**src/verilog/ifeb_defs.svh**
```systemverilog
// Offsets, field masks, reset values of the flag/enable bank.
// Assumes a 32-bit word-aligned Avalon-MM register port.
// Contract
// Flag bit reads 1 once its source requested; software may read/write.
// Enable bit 1 lets its source request through; 0 blocks it.
// Unimplemented bits ignore writes and read as zero.
// Reset clears every flag and enable bit.
// Flag group 3 holds bits 13, 8 and 7..0.
// Flag group 4 holds bits 7..4, 2 and 1.
// Enable group 0 upper byte: bits 14..8 implemented, bit 15 not.
// Enable group 0 lower byte: all eight bits implemented.
// Enable group 1 upper byte: all eight bits implemented.
// Enable group 1 lower byte: bit 2 unimplemented, others implemented.
// Enable group 2 upper byte: bit 13 unimplemented, others implemented.
// Enable group 2 bits 7..3 implemented.
// Priority 7 highest, 1 lowest; 0 disables the source.
// Enable group 2 bits 2..0 implemented.
// Request pending only while flag and enable both set.
`ifndef IFEB_DEFS_SVH
`define IFEB_DEFS_SVH
`define IFEB_OFS_FLAGS3 8'h00
`define IFEB_OFS_FLAGS4 8'h04
`define IFEB_OFS_EN0 8'h08
`define IFEB_OFS_EN1 8'h0C
`define IFEB_OFS_EN2 8'h10
`define IFEB_OFS_PRIO 8'h14
`define IFEB_OFS_EVT 8'h18
`define IFEB_OFS_EVTMASK 8'h1C
`define IFEB_MASK_FLAGS3 16'h21FF
`define IFEB_MASK_FLAGS4 16'h00F6
`define IFEB_MASK_EN0 16'h7FFF
`define IFEB_MASK_EN1 16'hFFFB
`define IFEB_MASK_EN2 16'hDFFF
`define IFEB_RST_WORD 16'h0000
`define IFEB_RST_PRIO 3'h4
`define IFEB_PRIO_OFF 3'h0
`define IFEB_T1_BIT 3
`define IFEB_T1_CUT 16'hFFF7
`define IFEB_EVT_W 3
`endif

```
**src/verilog/ifeb_pkg.sv**
```systemverilog
// Types shared by the flag/enable bank modules.
// Assumes the constants header is compiled alongside.
package ifeb_pkg;
    typedef logic [15:0] ifeb_word_t;
    typedef enum logic [3:0] {
        REG_FLAGS3, REG_FLAGS4, REG_EN0, REG_EN1, REG_EN2,
        REG_PRIO, REG_EVT, REG_EVTMASK, REG_NONE
    } ifeb_reg_t;
    typedef enum logic {BUS_IDLE, BUS_ACK} ifeb_bus_st_t;
endpackage

```
**src/verilog/ifeb_reg_if.sv**
```systemverilog
// Decoded register access between bus slave and register file.
// Assumes one clock; strobes last one cycle.
`timescale 1ns/1ps
interface ifeb_reg_if;
    logic [7:0] addr;
    logic [31:0] wdata;
    logic [3:0] be;
    logic wr;
    logic rd;
    logic [31:0] rdata;
    modport slave(output addr, output wdata, output be, output wr,
        output rd, input rdata);
    modport regs(input addr, input wdata, input be, input wr,
        input rd, output rdata);
endinterface

```
**src/verilog/ifeb_top.sv**
```systemverilog
// Interrupt flag groups 3/4, enable groups 0-2, event status.
// Assumes sources and the other flag/enable banks run on CLK.
`timescale 1ns/1ps
`include "ifeb_defs.svh"
module ifeb_top
    import ifeb_pkg::*;
(
    input wire logic CLK,
    input wire logic RESET,
    input wire logic [7:0] AVS_ADDRESS,
    input wire logic AVS_READ,
    input wire logic AVS_WRITE,
    input wire logic [31:0] AVS_WRITEDATA,
    input wire logic [3:0] AVS_BYTEENABLE,
    output logic [31:0] AVS_READDATA,
    output logic AVS_WAITREQUEST,
    input wire logic [15:0] SRC_G3,
    input wire logic [15:0] SRC_G4,
    input wire logic [15:0] FLAGS_G0,
    input wire logic [15:0] FLAGS_G1,
    input wire logic [15:0] FLAGS_G2,
    input wire logic [15:0] EN_G3,
    input wire logic [15:0] EN_G4,
    output logic [15:0] PEND_G0,
    output logic [15:0] PEND_G1,
    output logic [15:0] PEND_G2,
    output logic [15:0] PEND_G3,
    output logic [15:0] PEND_G4,
    output logic [2:0] T1_PRIORITY,
    output logic IRQ
);
    // ------------------------------------------------------------
    // Bus front end
    // ------------------------------------------------------------
    ifeb_reg_if bus();

    ifeb_avmm u_avmm (
        .clk(CLK),
        .reset(RESET),
        .address(AVS_ADDRESS),
        .read(AVS_READ),
        .write(AVS_WRITE),
        .writedata(AVS_WRITEDATA),
        .byteenable(AVS_BYTEENABLE),
        .readdata(AVS_READDATA),
        .waitrequest(AVS_WAITREQUEST),
        .bus(bus.slave)
    );

    ifeb_reg_t sel;
    ifeb_word_t lane_mask;
    ifeb_word_t wdata16;
    logic [2:0] en_wr;

    assign lane_mask = {{8{bus.be[1]}}, {8{bus.be[0]}}};
    assign wdata16 = bus.wdata[15:0];

    always_comb begin
        if (bus.addr == `IFEB_OFS_FLAGS3) begin
            sel = REG_FLAGS3;
        end else if (bus.addr == `IFEB_OFS_FLAGS4) begin
            sel = REG_FLAGS4;
        end else if (bus.addr == `IFEB_OFS_EN0) begin
            sel = REG_EN0;
        end else if (bus.addr == `IFEB_OFS_EN1) begin
            sel = REG_EN1;
        end else if (bus.addr == `IFEB_OFS_EN2) begin
            sel = REG_EN2;
        end else if (bus.addr == `IFEB_OFS_PRIO) begin
            sel = REG_PRIO;
        end else if (bus.addr == `IFEB_OFS_EVT) begin
            sel = REG_EVT;
        end else if (bus.addr == `IFEB_OFS_EVTMASK) begin
            sel = REG_EVTMASK;
        end else begin
            sel = REG_NONE;
        end
    end

    assign en_wr[0] = bus.wr && sel == REG_EN0;
    assign en_wr[1] = bus.wr && sel == REG_EN1;
    assign en_wr[2] = bus.wr && sel == REG_EN2;

    // ------------------------------------------------------------
    // Flag groups 3 and 4
    // ------------------------------------------------------------
    ifeb_word_t flags3;
    ifeb_word_t flags4;
    ifeb_word_t f3_wmask;
    ifeb_word_t f4_wmask;

    // Set by source wins over a software write in the same cycle
    assign f3_wmask = (bus.wr && sel == REG_FLAGS3) ? lane_mask
        : 16'h0000;
    assign f4_wmask = (bus.wr && sel == REG_FLAGS4) ? lane_mask
        : 16'h0000;

    ifeb_flag_bank #(
        .WIDTH(16),
        .MASK(`IFEB_MASK_FLAGS3)
    ) u_flags3 (
        .clk(CLK),
        .reset(RESET),
        .set(SRC_G3),
        .wr_mask(f3_wmask),
        .wdata(wdata16),
        .q(flags3)
    );

    ifeb_flag_bank #(
        .WIDTH(16),
        .MASK(`IFEB_MASK_FLAGS4)
    ) u_flags4 (
        .clk(CLK),
        .reset(RESET),
        .set(SRC_G4),
        .wr_mask(f4_wmask),
        .wdata(wdata16),
        .q(flags4)
    );

    // ------------------------------------------------------------
    // Enable groups 0 to 2
    // ------------------------------------------------------------
    localparam ifeb_word_t EN_MASK [3] = '{
        `IFEB_MASK_EN0,
        `IFEB_MASK_EN1,
        `IFEB_MASK_EN2
    };
    ifeb_word_t en [3];

    for (genvar g = 0; g < 3; g++) begin : g_en
        always_ff @(posedge CLK) begin
            if (RESET) begin
                en[g] <= `IFEB_RST_WORD;
            end else if (en_wr[g]) begin
                // Only implemented bits can ever become one
                en[g] <= (en[g] & ~lane_mask) |
                    (wdata16 & lane_mask & EN_MASK[g]);
            end
        end
    end

    // ------------------------------------------------------------
    // Timer1 priority field
    // ------------------------------------------------------------
    logic [2:0] t1_prio;
    ifeb_word_t t1_gate;

    always_ff @(posedge CLK) begin
        if (RESET) begin
            t1_prio <= `IFEB_RST_PRIO;
        end else if (bus.wr && sel == REG_PRIO && bus.be[0]) begin
            t1_prio <= bus.wdata[2:0];
        end
    end

    // Priority zero removes timer1 from arbitration entirely
    assign t1_gate = (t1_prio == `IFEB_PRIO_OFF) ? `IFEB_T1_CUT
        : 16'hFFFF;

    always_ff @(posedge CLK) begin
        if (RESET) begin
            T1_PRIORITY <= `IFEB_RST_PRIO;
        end else begin
            T1_PRIORITY <= t1_prio;
        end
    end

    // ------------------------------------------------------------
    // Pending requests
    // ------------------------------------------------------------
    always_ff @(posedge CLK) begin
        if (RESET) begin
            PEND_G0 <= `IFEB_RST_WORD;
            PEND_G1 <= `IFEB_RST_WORD;
            PEND_G2 <= `IFEB_RST_WORD;
            PEND_G3 <= `IFEB_RST_WORD;
            PEND_G4 <= `IFEB_RST_WORD;
        end else begin
            PEND_G0 <= FLAGS_G0 & en[0] & t1_gate;
            PEND_G1 <= FLAGS_G1 & en[1];
            PEND_G2 <= FLAGS_G2 & en[2];
            PEND_G3 <= flags3 & EN_G3;
            PEND_G4 <= flags4 & EN_G4;
        end
    end

    // ------------------------------------------------------------
    // Event status, mask and interrupt line
    // ------------------------------------------------------------
    logic [`IFEB_EVT_W-1:0] evt_status;
    logic [`IFEB_EVT_W-1:0] evt_mask;
    logic [`IFEB_EVT_W-1:0] evt_set;
    logic [`IFEB_EVT_W-1:0] next_evt;

    assign evt_set[0] = |(SRC_G3 & `IFEB_MASK_FLAGS3 & ~flags3);
    assign evt_set[1] = |(SRC_G4 & `IFEB_MASK_FLAGS4 & ~flags4);
    assign evt_set[2] = (bus.wr || bus.rd) && sel == REG_NONE;

    always_comb begin
        next_evt = evt_status;
        if (bus.wr && sel == REG_EVT && bus.be[0]) begin
            next_evt = evt_status & ~bus.wdata[`IFEB_EVT_W-1:0];
        end
        // New events beat a clear in the same cycle
        next_evt = next_evt | evt_set;
    end

    always_ff @(posedge CLK) begin
        if (RESET) begin
            evt_status <= '0;
        end else begin
            evt_status <= next_evt;
        end
    end

    always_ff @(posedge CLK) begin
        if (RESET) begin
            evt_mask <= '0;
        end else if (bus.wr && sel == REG_EVTMASK && bus.be[0]) begin
            evt_mask <= bus.wdata[`IFEB_EVT_W-1:0];
        end
    end

    always_ff @(posedge CLK) begin
        if (RESET) begin
            IRQ <= 1'b0;
        end else begin
            IRQ <= |(evt_status & evt_mask);
        end
    end

    // ------------------------------------------------------------
    // Read data
    // ------------------------------------------------------------
    always_comb begin
        bus.rdata = 32'h0000_0000;
        case (sel)
            REG_FLAGS3: bus.rdata[15:0] = flags3;
            REG_FLAGS4: bus.rdata[15:0] = flags4;
            REG_EN0: bus.rdata[15:0] = en[0];
            REG_EN1: bus.rdata[15:0] = en[1];
            REG_EN2: bus.rdata[15:0] = en[2];
            REG_PRIO: bus.rdata[2:0] = t1_prio;
            REG_EVT: bus.rdata[`IFEB_EVT_W-1:0] = evt_status;
            REG_EVTMASK: bus.rdata[`IFEB_EVT_W-1:0] = evt_mask;
            default: bus.rdata = 32'h0000_0000;
        endcase
    end
endmodule

```
**src/verilog/ifeb_avmm.sv**
```systemverilog
// Avalon-MM slave front end with one wait state per access.
// Assumes master holds request until waitrequest is seen low.
`timescale 1ns/1ps
module ifeb_avmm
    import ifeb_pkg::*;
(
    input wire logic clk,
    input wire logic reset,
    input wire logic [7:0] address,
    input wire logic read,
    input wire logic write,
    input wire logic [31:0] writedata,
    input wire logic [3:0] byteenable,
    output logic [31:0] readdata,
    output logic waitrequest,
    ifeb_reg_if.slave bus
);
    ifeb_bus_st_t st;

    assign bus.addr = address;
    assign bus.wdata = writedata;
    assign bus.be = byteenable;
    // Register effects happen only at the completing edge
    assign bus.wr = write && st == BUS_ACK;
    assign bus.rd = read && st == BUS_ACK;

    always_ff @(posedge clk) begin
        if (reset) begin
            st <= BUS_IDLE;
            waitrequest <= 1'b1;
            readdata <= 32'h0000_0000;
        end else begin
            case (st)
                BUS_IDLE: begin
                    if (read || write) begin
                        st <= BUS_ACK;
                        waitrequest <= 1'b0;
                        readdata <= read ? bus.rdata : 32'h0000_0000;
                    end
                end
                default: begin
                    st <= BUS_IDLE;
                    waitrequest <= 1'b1;
                end
            endcase
        end
    end
endmodule

```
**src/verilog/ifeb_flag_bank.sv**
```systemverilog
// One 16-bit flag register: sources set, software writes.
// Assumes set inputs are on the same clock as the bank.
`timescale 1ns/1ps
module ifeb_flag_bank
    import ifeb_pkg::*;
#(
    parameter int WIDTH = 16,
    parameter logic [15:0] MASK = 16'h0000
) (
    input wire logic clk,
    input wire logic reset,
    input wire logic [WIDTH-1:0] set,
    input wire logic [WIDTH-1:0] wr_mask,
    input wire logic [WIDTH-1:0] wdata,
    output logic [WIDTH-1:0] q
);
    for (genvar i = 0; i < WIDTH; i++) begin : g_bit
        if (MASK[i]) begin : g_impl
            always_ff @(posedge clk) begin
                if (reset) begin
                    q[i] <= 1'b0;
                end else if (set[i]) begin
                    q[i] <= 1'b1;
                end else if (wr_mask[i]) begin
                    q[i] <= wdata[i];
                end
            end
        end else begin : g_none
            assign q[i] = 1'b0;
        end
    end
endmodule

```
**config.mk**
```make
export PLATFORM = sky130hd
export DESIGN_NAME = ifeb_top
export DESIGN_NICKNAME = d
export VERILOG_FILES = /design/src/verilog/ifeb_pkg.sv /design/src/verilog/ifeb_reg_if.sv /design/src/verilog/ifeb_top.sv /design/src/verilog/ifeb_avmm.sv /design/src/verilog/ifeb_flag_bank.sv
export VERILOG_INCLUDE_DIRS = /design/src /design/src/verilog
export SDC_FILE = /design/constraint.sdc
export NUM_CORES = 1
export LEC_CHECK = 0
export BUFFER_PORTS_ARGS = -buffer_cell sky130_fd_sc_hd__buf_2
export CAP_MARGIN = 10
export CORE_MARGIN = 5
export CORE_UTILIZATION = 44
export CTS_CLUSTER_DIAMETER = 120
export DETAILED_ROUTE_END_ITERATION = 8
export PLACE_DENSITY = 0.84
export SLEW_MARGIN = 30
export SYNTH_ARGS = -nofsm -noshare
export SYNTH_HDL_FRONTEND = slang
export SYNTH_SLANG_ARGS = --single-unit
```
**constraint.sdc**
```tcl
create_clock -name CLK -period 2.2 [get_ports CLK]
set_clock_uncertainty 0.1 [all_clocks]
set_input_delay 0.44 -clock CLK [delete_from_list [all_inputs] [get_ports CLK]]
set_output_delay 0.44 -clock CLK [all_outputs]
set_load 0.02 [all_outputs]
```
==> out/metrics.cfg, run 1 <==
[routing]
ant_nets = 0
drt_iter0_drc = 773
drc = 0
first_pass_iters = 7
via_count = 5898
routed_via_density = 5.29
wl_per_cell_um = 17.9
wirelength_um = 20000

[run_status]
status = completed

[clocking]
holdBufCountCts = 0
numCtsBuffers = 17
tritoncts = built
post-cts-setup-buffers = 0
h-tree-depth = 4
clk_pin_slew_ps = 60
post_cts_resized = 0
root_buffer = clkbuf_16
clk_latency_ps = 420
clockBufferDepth = 2
cts_num_sinks = 159

[global_routing]
grt_pass1_wl_um = 30300
grt_start_max_net_pins = 62
grt-ovfl-total = 0
antenna_found_initial = 1
grt_use_total = 0.218
grt_pass1_vias = 5628

[synthesis]
synthSimpleGateAreaFrac = 0.206
ys_types = 52
ys_seq_elements = 159
avgSynthCellArea_sq_um = 9.53
synthArstFlopShare = 0
synthXorXnorAreaFrac = 0
yosysTopAreaCell = dfxtp_1
yosys_warnings = 0
synth-compound-area-share = 0.126
syn_area_sq_um = 6730
yosysMostFrequentCell = dfxtp_1
ys_seq_area_frac = 0.545
netlist_top_cells_count = 111 x dfxtp_1, 93 x nand2_1, 91 x nor2_1
ys_top_cells_by_area = dfxtp_1 33%, edfxtp_1 21%, nand2_1 5.2%
synth_top_family_by_area = simple AND/OR/NAND/NOR gates
synth_flop_cell = dfxtp_1
synthCells = 706
synth_top_area_share = 0.330
synth_edf_count = 48
synthMuxAreaShare = 0.0526
yosys.area_share.adder = 0

[sta]
worst_hold_slack_ps = 129
hold_violations = 0
grt_setup_unrepaired = false
finalSetupTns_ps = 0
fin_crit_ps = 1750
worst_pin_slew_ps = 958
final.period_utilization = 0.795
setup_viol = 0
slew_headroom = 0.360
slew_viol_final = 0
fmax_mhz = 571

[power]
power_density_nw_per_um2 = 788
power_mw = 6.73
leakage_nw = 3.88
ir_worst_vdd_v = 0.000544

[cells_and_area]
drive_above_1_share = 0.305
nets = 1073
areaGrowthSynthToFinish_pct = 26.9
design_area_sq_um = 8540
n_antenna_cell = 0
nFillCells = 1294

[place]
place_congestion = 0.916
placedInstanceArea_sq_um = 7960
hpwlAfterDp_um = 15000
io_buffers = 194

[worst_setup_path]
cp-start-kind = flip-flop
cpMostUsedCell = buf_4
arrival_ps = 1910
cp_top_family = simple AND/OR/NAND/NOR gates
worst-path-buf-inv = 2
path_cells = nand4bb_1 > buf_4 > nor2_2 > nand3b_1 > buf_4 > a21oi_1
cp.required_ps = 2360
cpPeakStageDelay_ps = 340
cp_slowest_cell = dfxtp_1
crit_type = reg -> reg
cp-end-kind = flip-flop
cp_max_fo = 9

[min_path]
hp-class = in -> reg

[floorplanning]
die_x_um = 134
die_area_sq_um = 17900
core_sq_um = 15100
core.rowCount = 45
initial_core_util = 0.446
ios = 277
die_h_um = 134

[job]
maxCapViolations = 0

## worst min-delay path: stages
cell and delay [ps]:
buf_2 100, nand2_1 40, nor2_1 30
## where the power goes
| part | total [mW] | switching (mW) | internal [mW] |
|---|---|---|---|
| sequential | 3.18 | 0.0771 | 3.11 |
| combinational | 0.651 | 0.392 | 0.259 |
| clock | 2.89 | 1.20 | 1.69 |
## flip-flops by register name, summed over array words and instances (netlist names)
register,cells
T1_PRIORITY,3
PEND_G0,16
u_avmm.st,1
t1_prio,3
PEND_G3,10
u_avmm.waitrequest,1
PEND_G1,16
IRQ,1
evt_mask,3
en,48
PEND_G2,16
u_flags4.q,6
PEND_G4,6
u_avmm.readdata,16
evt_status,3
u_flags3.q,10
## area by class of cell
type | instances | area [sq um] | area share
timing repair buffer | 230 | 1280 | 0.150
inverter | 19 | 71.3 | 0.00835
multi-input combinational | 486 | 2710 | 0.317
sequential | 159 | 3660 | 0.429
clock inverter | 11 | 98.8 | 0.0116
clock buffer | 21 | 482 | 0.0564
tap | 188 | 235 | 0.0276
## cell families after synthesis
| family | Yosys count |
|---|---|
| simple gates | 287 |
| buf+inv | 92 |
| mux | 34 |
| compound gates | 133 |
| flops | 159 |
| other cells | 1 |
## per-layer routing
layer	wire length, um	track usage
met1	7830	0.272
met2	9760	0.367
met3	1770	0.0514
met4	589	0.0869
met5	7	0
## per-stage QoR
stage                     worst slack (ps)   util  instances
after floorplan                       23.8      -        737
after global placement                84.6  0.527       1082
after detailed placement              82.3  0.527       1082
after CTS                              465  0.566       1114
after global routing                   339  0.566       1114
final                                  450  0.566       1114
## worst paths after layout
check,start,to,slack (ps),cells after the start
max,u_avmm.st,en[1][8],450,6
min,FLAGS_G2[5],PEND_G2[5],130,3
max reg2reg,u_avmm.st,en[1][8],450,6
min reg2reg,u_avmm.readdata[10],u_avmm.readdata[10],350,2
## layout by cell type, fill, tap and decap left out, drive strengths merged, types with 4 or more instances in the layout
master	instances
mux2	11
a22oi	5
nor2b	9
nand2b	47
nand2	93
nor3b	6
a21oi	58
buf	230
clkbuf	21
o21ai	15
nand3	7
a32oi	4
o22ai	8
dfxtp	111
and3b	4
a2bb2oi	19
mux2i	23
inv	25
nor2	93
edfxtp	48
a31oi	6
clkinv	4
nor3	10
conb	32
Power figures use the tool's default switching activity.
==> run 2, diff against run 1 <==
--- a/config.mk
+++ b/config.mk
@@ -9,10 +9,10 @@
 export BUFFER_PORTS_ARGS = -buffer_cell sky130_fd_sc_hd__buf_2
 export CAP_MARGIN = 10
 export CORE_MARGIN = 5
-export CORE_UTILIZATION = 44
+export CORE_UTILIZATION = 48
 export CTS_CLUSTER_DIAMETER = 120
 export DETAILED_ROUTE_END_ITERATION = 8
-export PLACE_DENSITY = 0.84
+export PLACE_DENSITY = 0.87
 export SLEW_MARGIN = 30
 export SYNTH_ARGS = -nofsm -noshare
 export SYNTH_HDL_FRONTEND = slang
==> constraint.sdc (replaced) <==
create_clock -name CLK -period 1.8 [get_ports CLK]
set_clock_uncertainty 0.1 [all_clocks]
set_input_delay 0.36 -clock CLK [delete_from_list [all_inputs] [get_ports CLK]]
set_output_delay 0.36 -clock CLK [all_outputs]
set_load 0.02 [all_outputs]
==> out/metrics.cfg, run 2 (synthesized netlist as in run 1, its figures left out) <==
[run_status]
status = completed

[worst_setup_path]
r2r_cells = 5  ; -1
cp-start-kind = flip-flop
reg2reg_from = u_avmm.st
crit_type = reg -> reg
startpoint = u_avmm.st
arrival_ps = 1690  ; -220 ps
cp_max_fo = 16  ; +7
reg2reg_slack_ps = 130  ; -320 ps
cp-end-kind = flip-flop
cp.required_ps = 1820  ; -540 ps
timing.rr.end = en[1][11]

[clocking]
tritoncts = built
holdBufCountCts = 0  ; unchanged
clk_latency_ps = 440  ; +20 ps
numCtsBuffers = 17  ; unchanged
root_buffer = clkbuf_16
clockBufferDepth = 2  ; unchanged
cts_num_sinks = 159  ; unchanged
clk_pin_slew_ps = 60  ; about the same
h-tree-depth = 4  ; unchanged

[floorplanning]
die_area_sq_um = 16500  ; -7.7%
die_h_um = 128  ; -3.9%
initial_core_util = 0.486  ; +0.0407
core.rowCount = 43  ; -4.4%
core_sq_um = 13800  ; -8.4%
die_x_um = 128  ; -3.9%
ios = 277  ; unchanged

[routing]
wl_per_cell_um = 18.2  ; +1.6%
via_count = 6044  ; +2.5%
drc = 0  ; unchanged
wirelength_um = 20400  ; +2.3%
routed_via_density = 5.39  ; +1.8%
drt_iter0_drc = 682  ; -12%
ant_nets = 0  ; unchanged
first_pass_iters = 5  ; -2

[sta]
fmax_mhz = 598  ; +4.7%
worst_pin_slew_ps = 1020  ; +62.9 ps
slew_headroom = 0.318  ; -0.0420
grt_setup_unrepaired = false
slew_viol_final = 0  ; unchanged
hold_violations = 0  ; unchanged
setup_viol = 0  ; unchanged
final.period_utilization = 0.929  ; +0.133
fin_crit_ps = 1670  ; -78.5 ps
worst_hold_slack_ps = 34.3  ; -94.7 ps

[cells_and_area]
design_area_sq_um = 8730  ; +2.3%
nets = 1088  ; +1.4%
areaGrowthSynthToFinish_pct = 29.8
nFillCells = 1079  ; -17%
largest_register_ff_count = 48  ; unchanged
n_antenna_cell = 0  ; unchanged
mostFrequentLayoutCell = buf_2
drive_above_1_share = 0.321  ; +0.0164
largest_register = en
layoutNonFillerInstCount = 1121  ; +0.63%
final_cell_mix = 193 x buf_2, 110 x dfxtp_1, 93 x nand2_1

[job]
maxCapViolations = 0  ; unchanged

[global_routing]
grt_pass1_vias = 5696  ; +1.2%
grt_start_max_net_pins = 37  ; -40%
grt_use_total = 0.241  ; +0.0224
grt-ovfl-total = 0  ; unchanged
antenna_found_initial = 1  ; unchanged
grt_pass1_wl_um = 30400  ; +0.16%

[place]
place_congestion = 0.893  ; -2.5%
place_inst = 1087  ; +0.46%
io_buffers = 194  ; unchanged
hpwlAfterDp_um = 14700  ; -1.7%
placedInstanceArea_sq_um = 8050  ; +1.1%

[power]
ir_worst_vdd_v = 0.000646  ; +19%
power_density_nw_per_um2 = 981  ; +25%
leakage_nw = 3.97  ; +2.5%

[min_path]
hp-class = in -> reg
hold_path.startpoint = FLAGS_G1[3]
hold_depth = 3  ; unchanged
worst_hold_path.endpoint = PEND_G1[3]

==> run 2: per-layer routing <==
metal  up-vias  wire length, um  global-route usage
met5         -                7                   0
met4         2              853               0.120
li1       2816                -                   -
met2       335             9910               0.398
met3        61             1980              0.0660
met1      2830             7670               0.289
==> run 2: repair_timing <==
action	4_1_cts	5_1_grt
buffers inserted	0	2
resized for setup	2	3
endpoints found under the hold margin	0	0
setup endpoints to repair	34	23
pin swaps	0	1
==> run 2: metrics by stage <==
stage / total power, mW / setup TNS [ps] / utilization / setup WS (ps)
after floorplan: 4.45 / -135 / - / -16.5
after global routing: 8.84 / 0 / 0.631 / 59.1
final: 8.56 / 0 / 0.631 / 129
after global placement: 4.73 / -13950 / 0.582 / -216
after CTS: 8.59 / 0 / 0.629 / 46.5
after detailed placement: 4.75 / -18300 / 0.582 / -279
==> run 2: worst max-delay path by stage <==
stage	endpoint	slack [ps]	cells after the start
after global routing	en[0][15]	60	5
final	en[1][11]	130	5
after global placement	en[0][6]	-220	5
after detailed placement	en[0][6]	-280	5
after CTS	evt_mask[2]	50	4
after floorplan	t1_prio[0]	-20	5
==> run 2: final cells by class <==
class	count	area, sq um	share of cell area
inverters	19	71.3	0.00817
repair buffers	245	1380	0.158
well taps	180	225	0.0258
flip-flops and latches	159	3660	0.420
clock buffers	20	489	0.0560
multi-input cells	486	2750	0.315
clock inverters	12	150	0.0172
==> run 2: power breakdown <==
part / internal [mW] / switching [mW] / leakage (nW)
combinational: 0.326 / 0.485 / 2.26
sequential: 3.80 / 0.0980 / 1.40
clock: 2.38 / 1.47 / 0.312
total: 6.51 / 2.06 / 3.97
==> run 2: critical path, stage by stage, from the launching register on <==
cell and delay (ps):
dfxtp_2 370, nand4bb_4 180, nor2_4 200, buf_4 140
buf_4 100, a21o_4 260
==> run 3, diff against run 2 <==
--- a/config.mk
+++ b/config.mk
@@ -12,6 +12,7 @@
 export CORE_UTILIZATION = 48
 export CTS_CLUSTER_DIAMETER = 120
 export DETAILED_ROUTE_END_ITERATION = 8
+export MAX_ROUTING_LAYER = met4
 export PLACE_DENSITY = 0.87
 export SLEW_MARGIN = 30
 export SYNTH_ARGS = -nofsm -noshare
==> out/metrics.cfg, run 3 (synthesized netlist as in run 1, its figures left out) <==
[sta]
fin_crit_ps = 1740  ; +71.5 ps
fmax_mhz = 574  ; -4.1%
final.period_utilization = 0.968  ; +0.0397
setup_ws_ps = 57.2  ; -71.5 ps
setup_viol = 0  ; unchanged
grt_setup_unrepaired = false
hold_violations = 0  ; unchanged
worst_hold_slack_ps = 34.9  ; +0.567 ps
worst_pin_slew_ps = 1010  ; -16.0 ps
slew_viol_final = 0  ; unchanged
slew_headroom = 0.329  ; +0.0107

[worst_setup_path]
cpPeakStageDelay_ps = 400  ; +30 ps
cp_max_fo = 6  ; -10
crit_type = reg -> reg
cp-end-kind = flip-flop
cp-endpoint = u_flags4.q[4]
cp_top_family = flip-flops
reg2reg_slack_ps = 60  ; -70 ps
reg2reg_from = u_avmm.st
worst-path-stages = 6  ; +1
worst-path-buf-inv = 2  ; unchanged
arrival_ps = 1940  ; +250 ps
cp-start-kind = flip-flop
startpoint = u_avmm.st
cpMostUsedCell = buf_4
cp.required_ps = 2000  ; +180 ps
r2r_cells = 6  ; +1
path_cells = nand4bb_4 > buf_4 > nor4_4 > buf_4 > mux2i_1 > a21oi_1
timing.rr.end = u_flags4.q[4]
cp_slowest_cell = dfxtp_1

[job]
maxCapViolations = 0  ; unchanged

[global_routing]
grt_use_total = 0.250  ; +0.00960
grt_pass1_vias = 5828  ; +2.3%
grt_pass1_wl_um = 30800  ; +1.4%
grt-ovfl-total = 0  ; unchanged
antenna_found_initial = 1  ; unchanged
grt_start_max_net_pins = 37  ; unchanged

[routing]
routed_via_density = 5.39  ; about the same
wirelength_um = 20200  ; -0.94%
drt_iter0_drc = 710  ; +4.1%
via_count = 6038  ; -0.099%
drc = 0  ; unchanged
ant_nets = 0  ; unchanged
wl_per_cell_um = 18.0  ; -0.94%
first_pass_iters = 6  ; +1

[clocking]
holdBufCountCts = 0  ; unchanged
clockBufferDepth = 2  ; unchanged
cts_num_sinks = 159  ; unchanged
numCtsBuffers = 17  ; unchanged
tritoncts = built
root_buffer = clkbuf_16
clk_latency_ps = 430  ; about the same
h-tree-depth = 4  ; unchanged
clk_pin_slew_ps = 60  ; about the same

[cells_and_area]
mostFrequentLayoutCell = buf_2
final_cell_mix = 193 x buf_2, 111 x dfxtp_1, 93 x nand2_1
largest_register_ff_count = 48  ; unchanged
seq_area_sq_um = 3660  ; about the same
multi_input_area_sq_um = 2740  ; -0.41%
drive_above_1_share = 0.318  ; -0.00285
areaGrowthSynthToFinish_pct = 29.1
design_area_sq_um = 8680  ; -0.56%
nFillCells = 1078  ; -0.093%
nets = 1087  ; -0.092%
largest_register = en
layoutNonFillerInstCount = 1121  ; unchanged

[power]
leakage_nw = 3.96  ; -0.37%
power_mw = 8.32  ; -2.9%
power_density_nw_per_um2 = 958  ; -2.3%
ir_worst_vdd_v = 0.000680  ; +5.2%

[run_status]
status = completed

[min_path]
hold_path.startpoint = FLAGS_G1[5]
hp-class = in -> reg

[floorplanning]
die_x_um = 128  ; unchanged
die_area_sq_um = 16500  ; unchanged
core.rowCount = 43  ; unchanged
ios = 277  ; unchanged
initial_core_util = 0.486  ; unchanged
core_sq_um = 13800  ; unchanged
die_h_um = 128  ; unchanged

[place]
place_inst = 1088  ; +0.092%
placedInstanceArea_sq_um = 8050  ; about the same
io_buffers = 194  ; unchanged
post-place-ws_ps = -241  ; +37.5 ps
place_congestion = 0.897  ; +0.41%
hpwlAfterDp_um = 14900  ; +1.3%

-- run 3: how the worst min path moves through the flow --
stage | endpoint | cells past startpoint | slack (ps)
global placement | u_avmm.readdata[4] | 2 | 330
detailed placement | u_avmm.readdata[4] | 2 | 340
CTS | PEND_G1[5] | 3 | 20
finish | PEND_G1[5] | 3 | 30
global route | PEND_G1[4] | 3 | 30
floorplan | PEND_G3[8] | 2 | 320
-- run 3: worst register-to-register path: stages, from the launching register on --
cell,delay [ps]
dfxtp_1,400
nand4bb_4,170
buf_4,170
nor4_4,200
buf_4,210
mux2i_1,250
a21oi_1,110
-- run 3: per-layer routing --
metal,GRT usage,up-vias,wire [um]
met5,-,-,0
met2,0.401,363,9710
met1,0.297,2800,7720
met3,0.0531,66,1960
met4,0.132,0,818
li1,-,2809,-
-- run 3: per-stage QoR --
stage | TNS [ps] | util
6_report | 0 | 0.628
2_1_floorplan | -135 | -
3_3_place_gp | -14240 | 0.582
3_5_place_dp | -16970 | 0.582
4_1_cts | 0 | 0.628
5_1_grt | 0 | 0.628
-- run 3: area by class of cell --
class                           count  share of cell area
Clock buffer                       24              0.0628
Sequential cell                   159               0.422
Antenna cell                        1            0.000288
Timing Repair Buffer              244               0.158
Tap cell                          180              0.0259
Clock inverter                      8             0.00721
Inverter                           19             0.00822
Multi-Input combinational cell    486               0.315
-- run 3: repair_timing --
item                                   CTS  global route
setup endpoints to repair                1             0
resized for setup                        1             0
setup buffers                            0             0
endpoints found under the hold margin    0             0
-- run 3: power by group --
| group | internal (mW) | switching (mW) |
|---|---|---|
| logic | 0.326 | 0.481 |
| registers | 3.80 | 0.0980 |
| clock network | 2.14 | 1.48 |
| total | 6.27 | 2.05 |
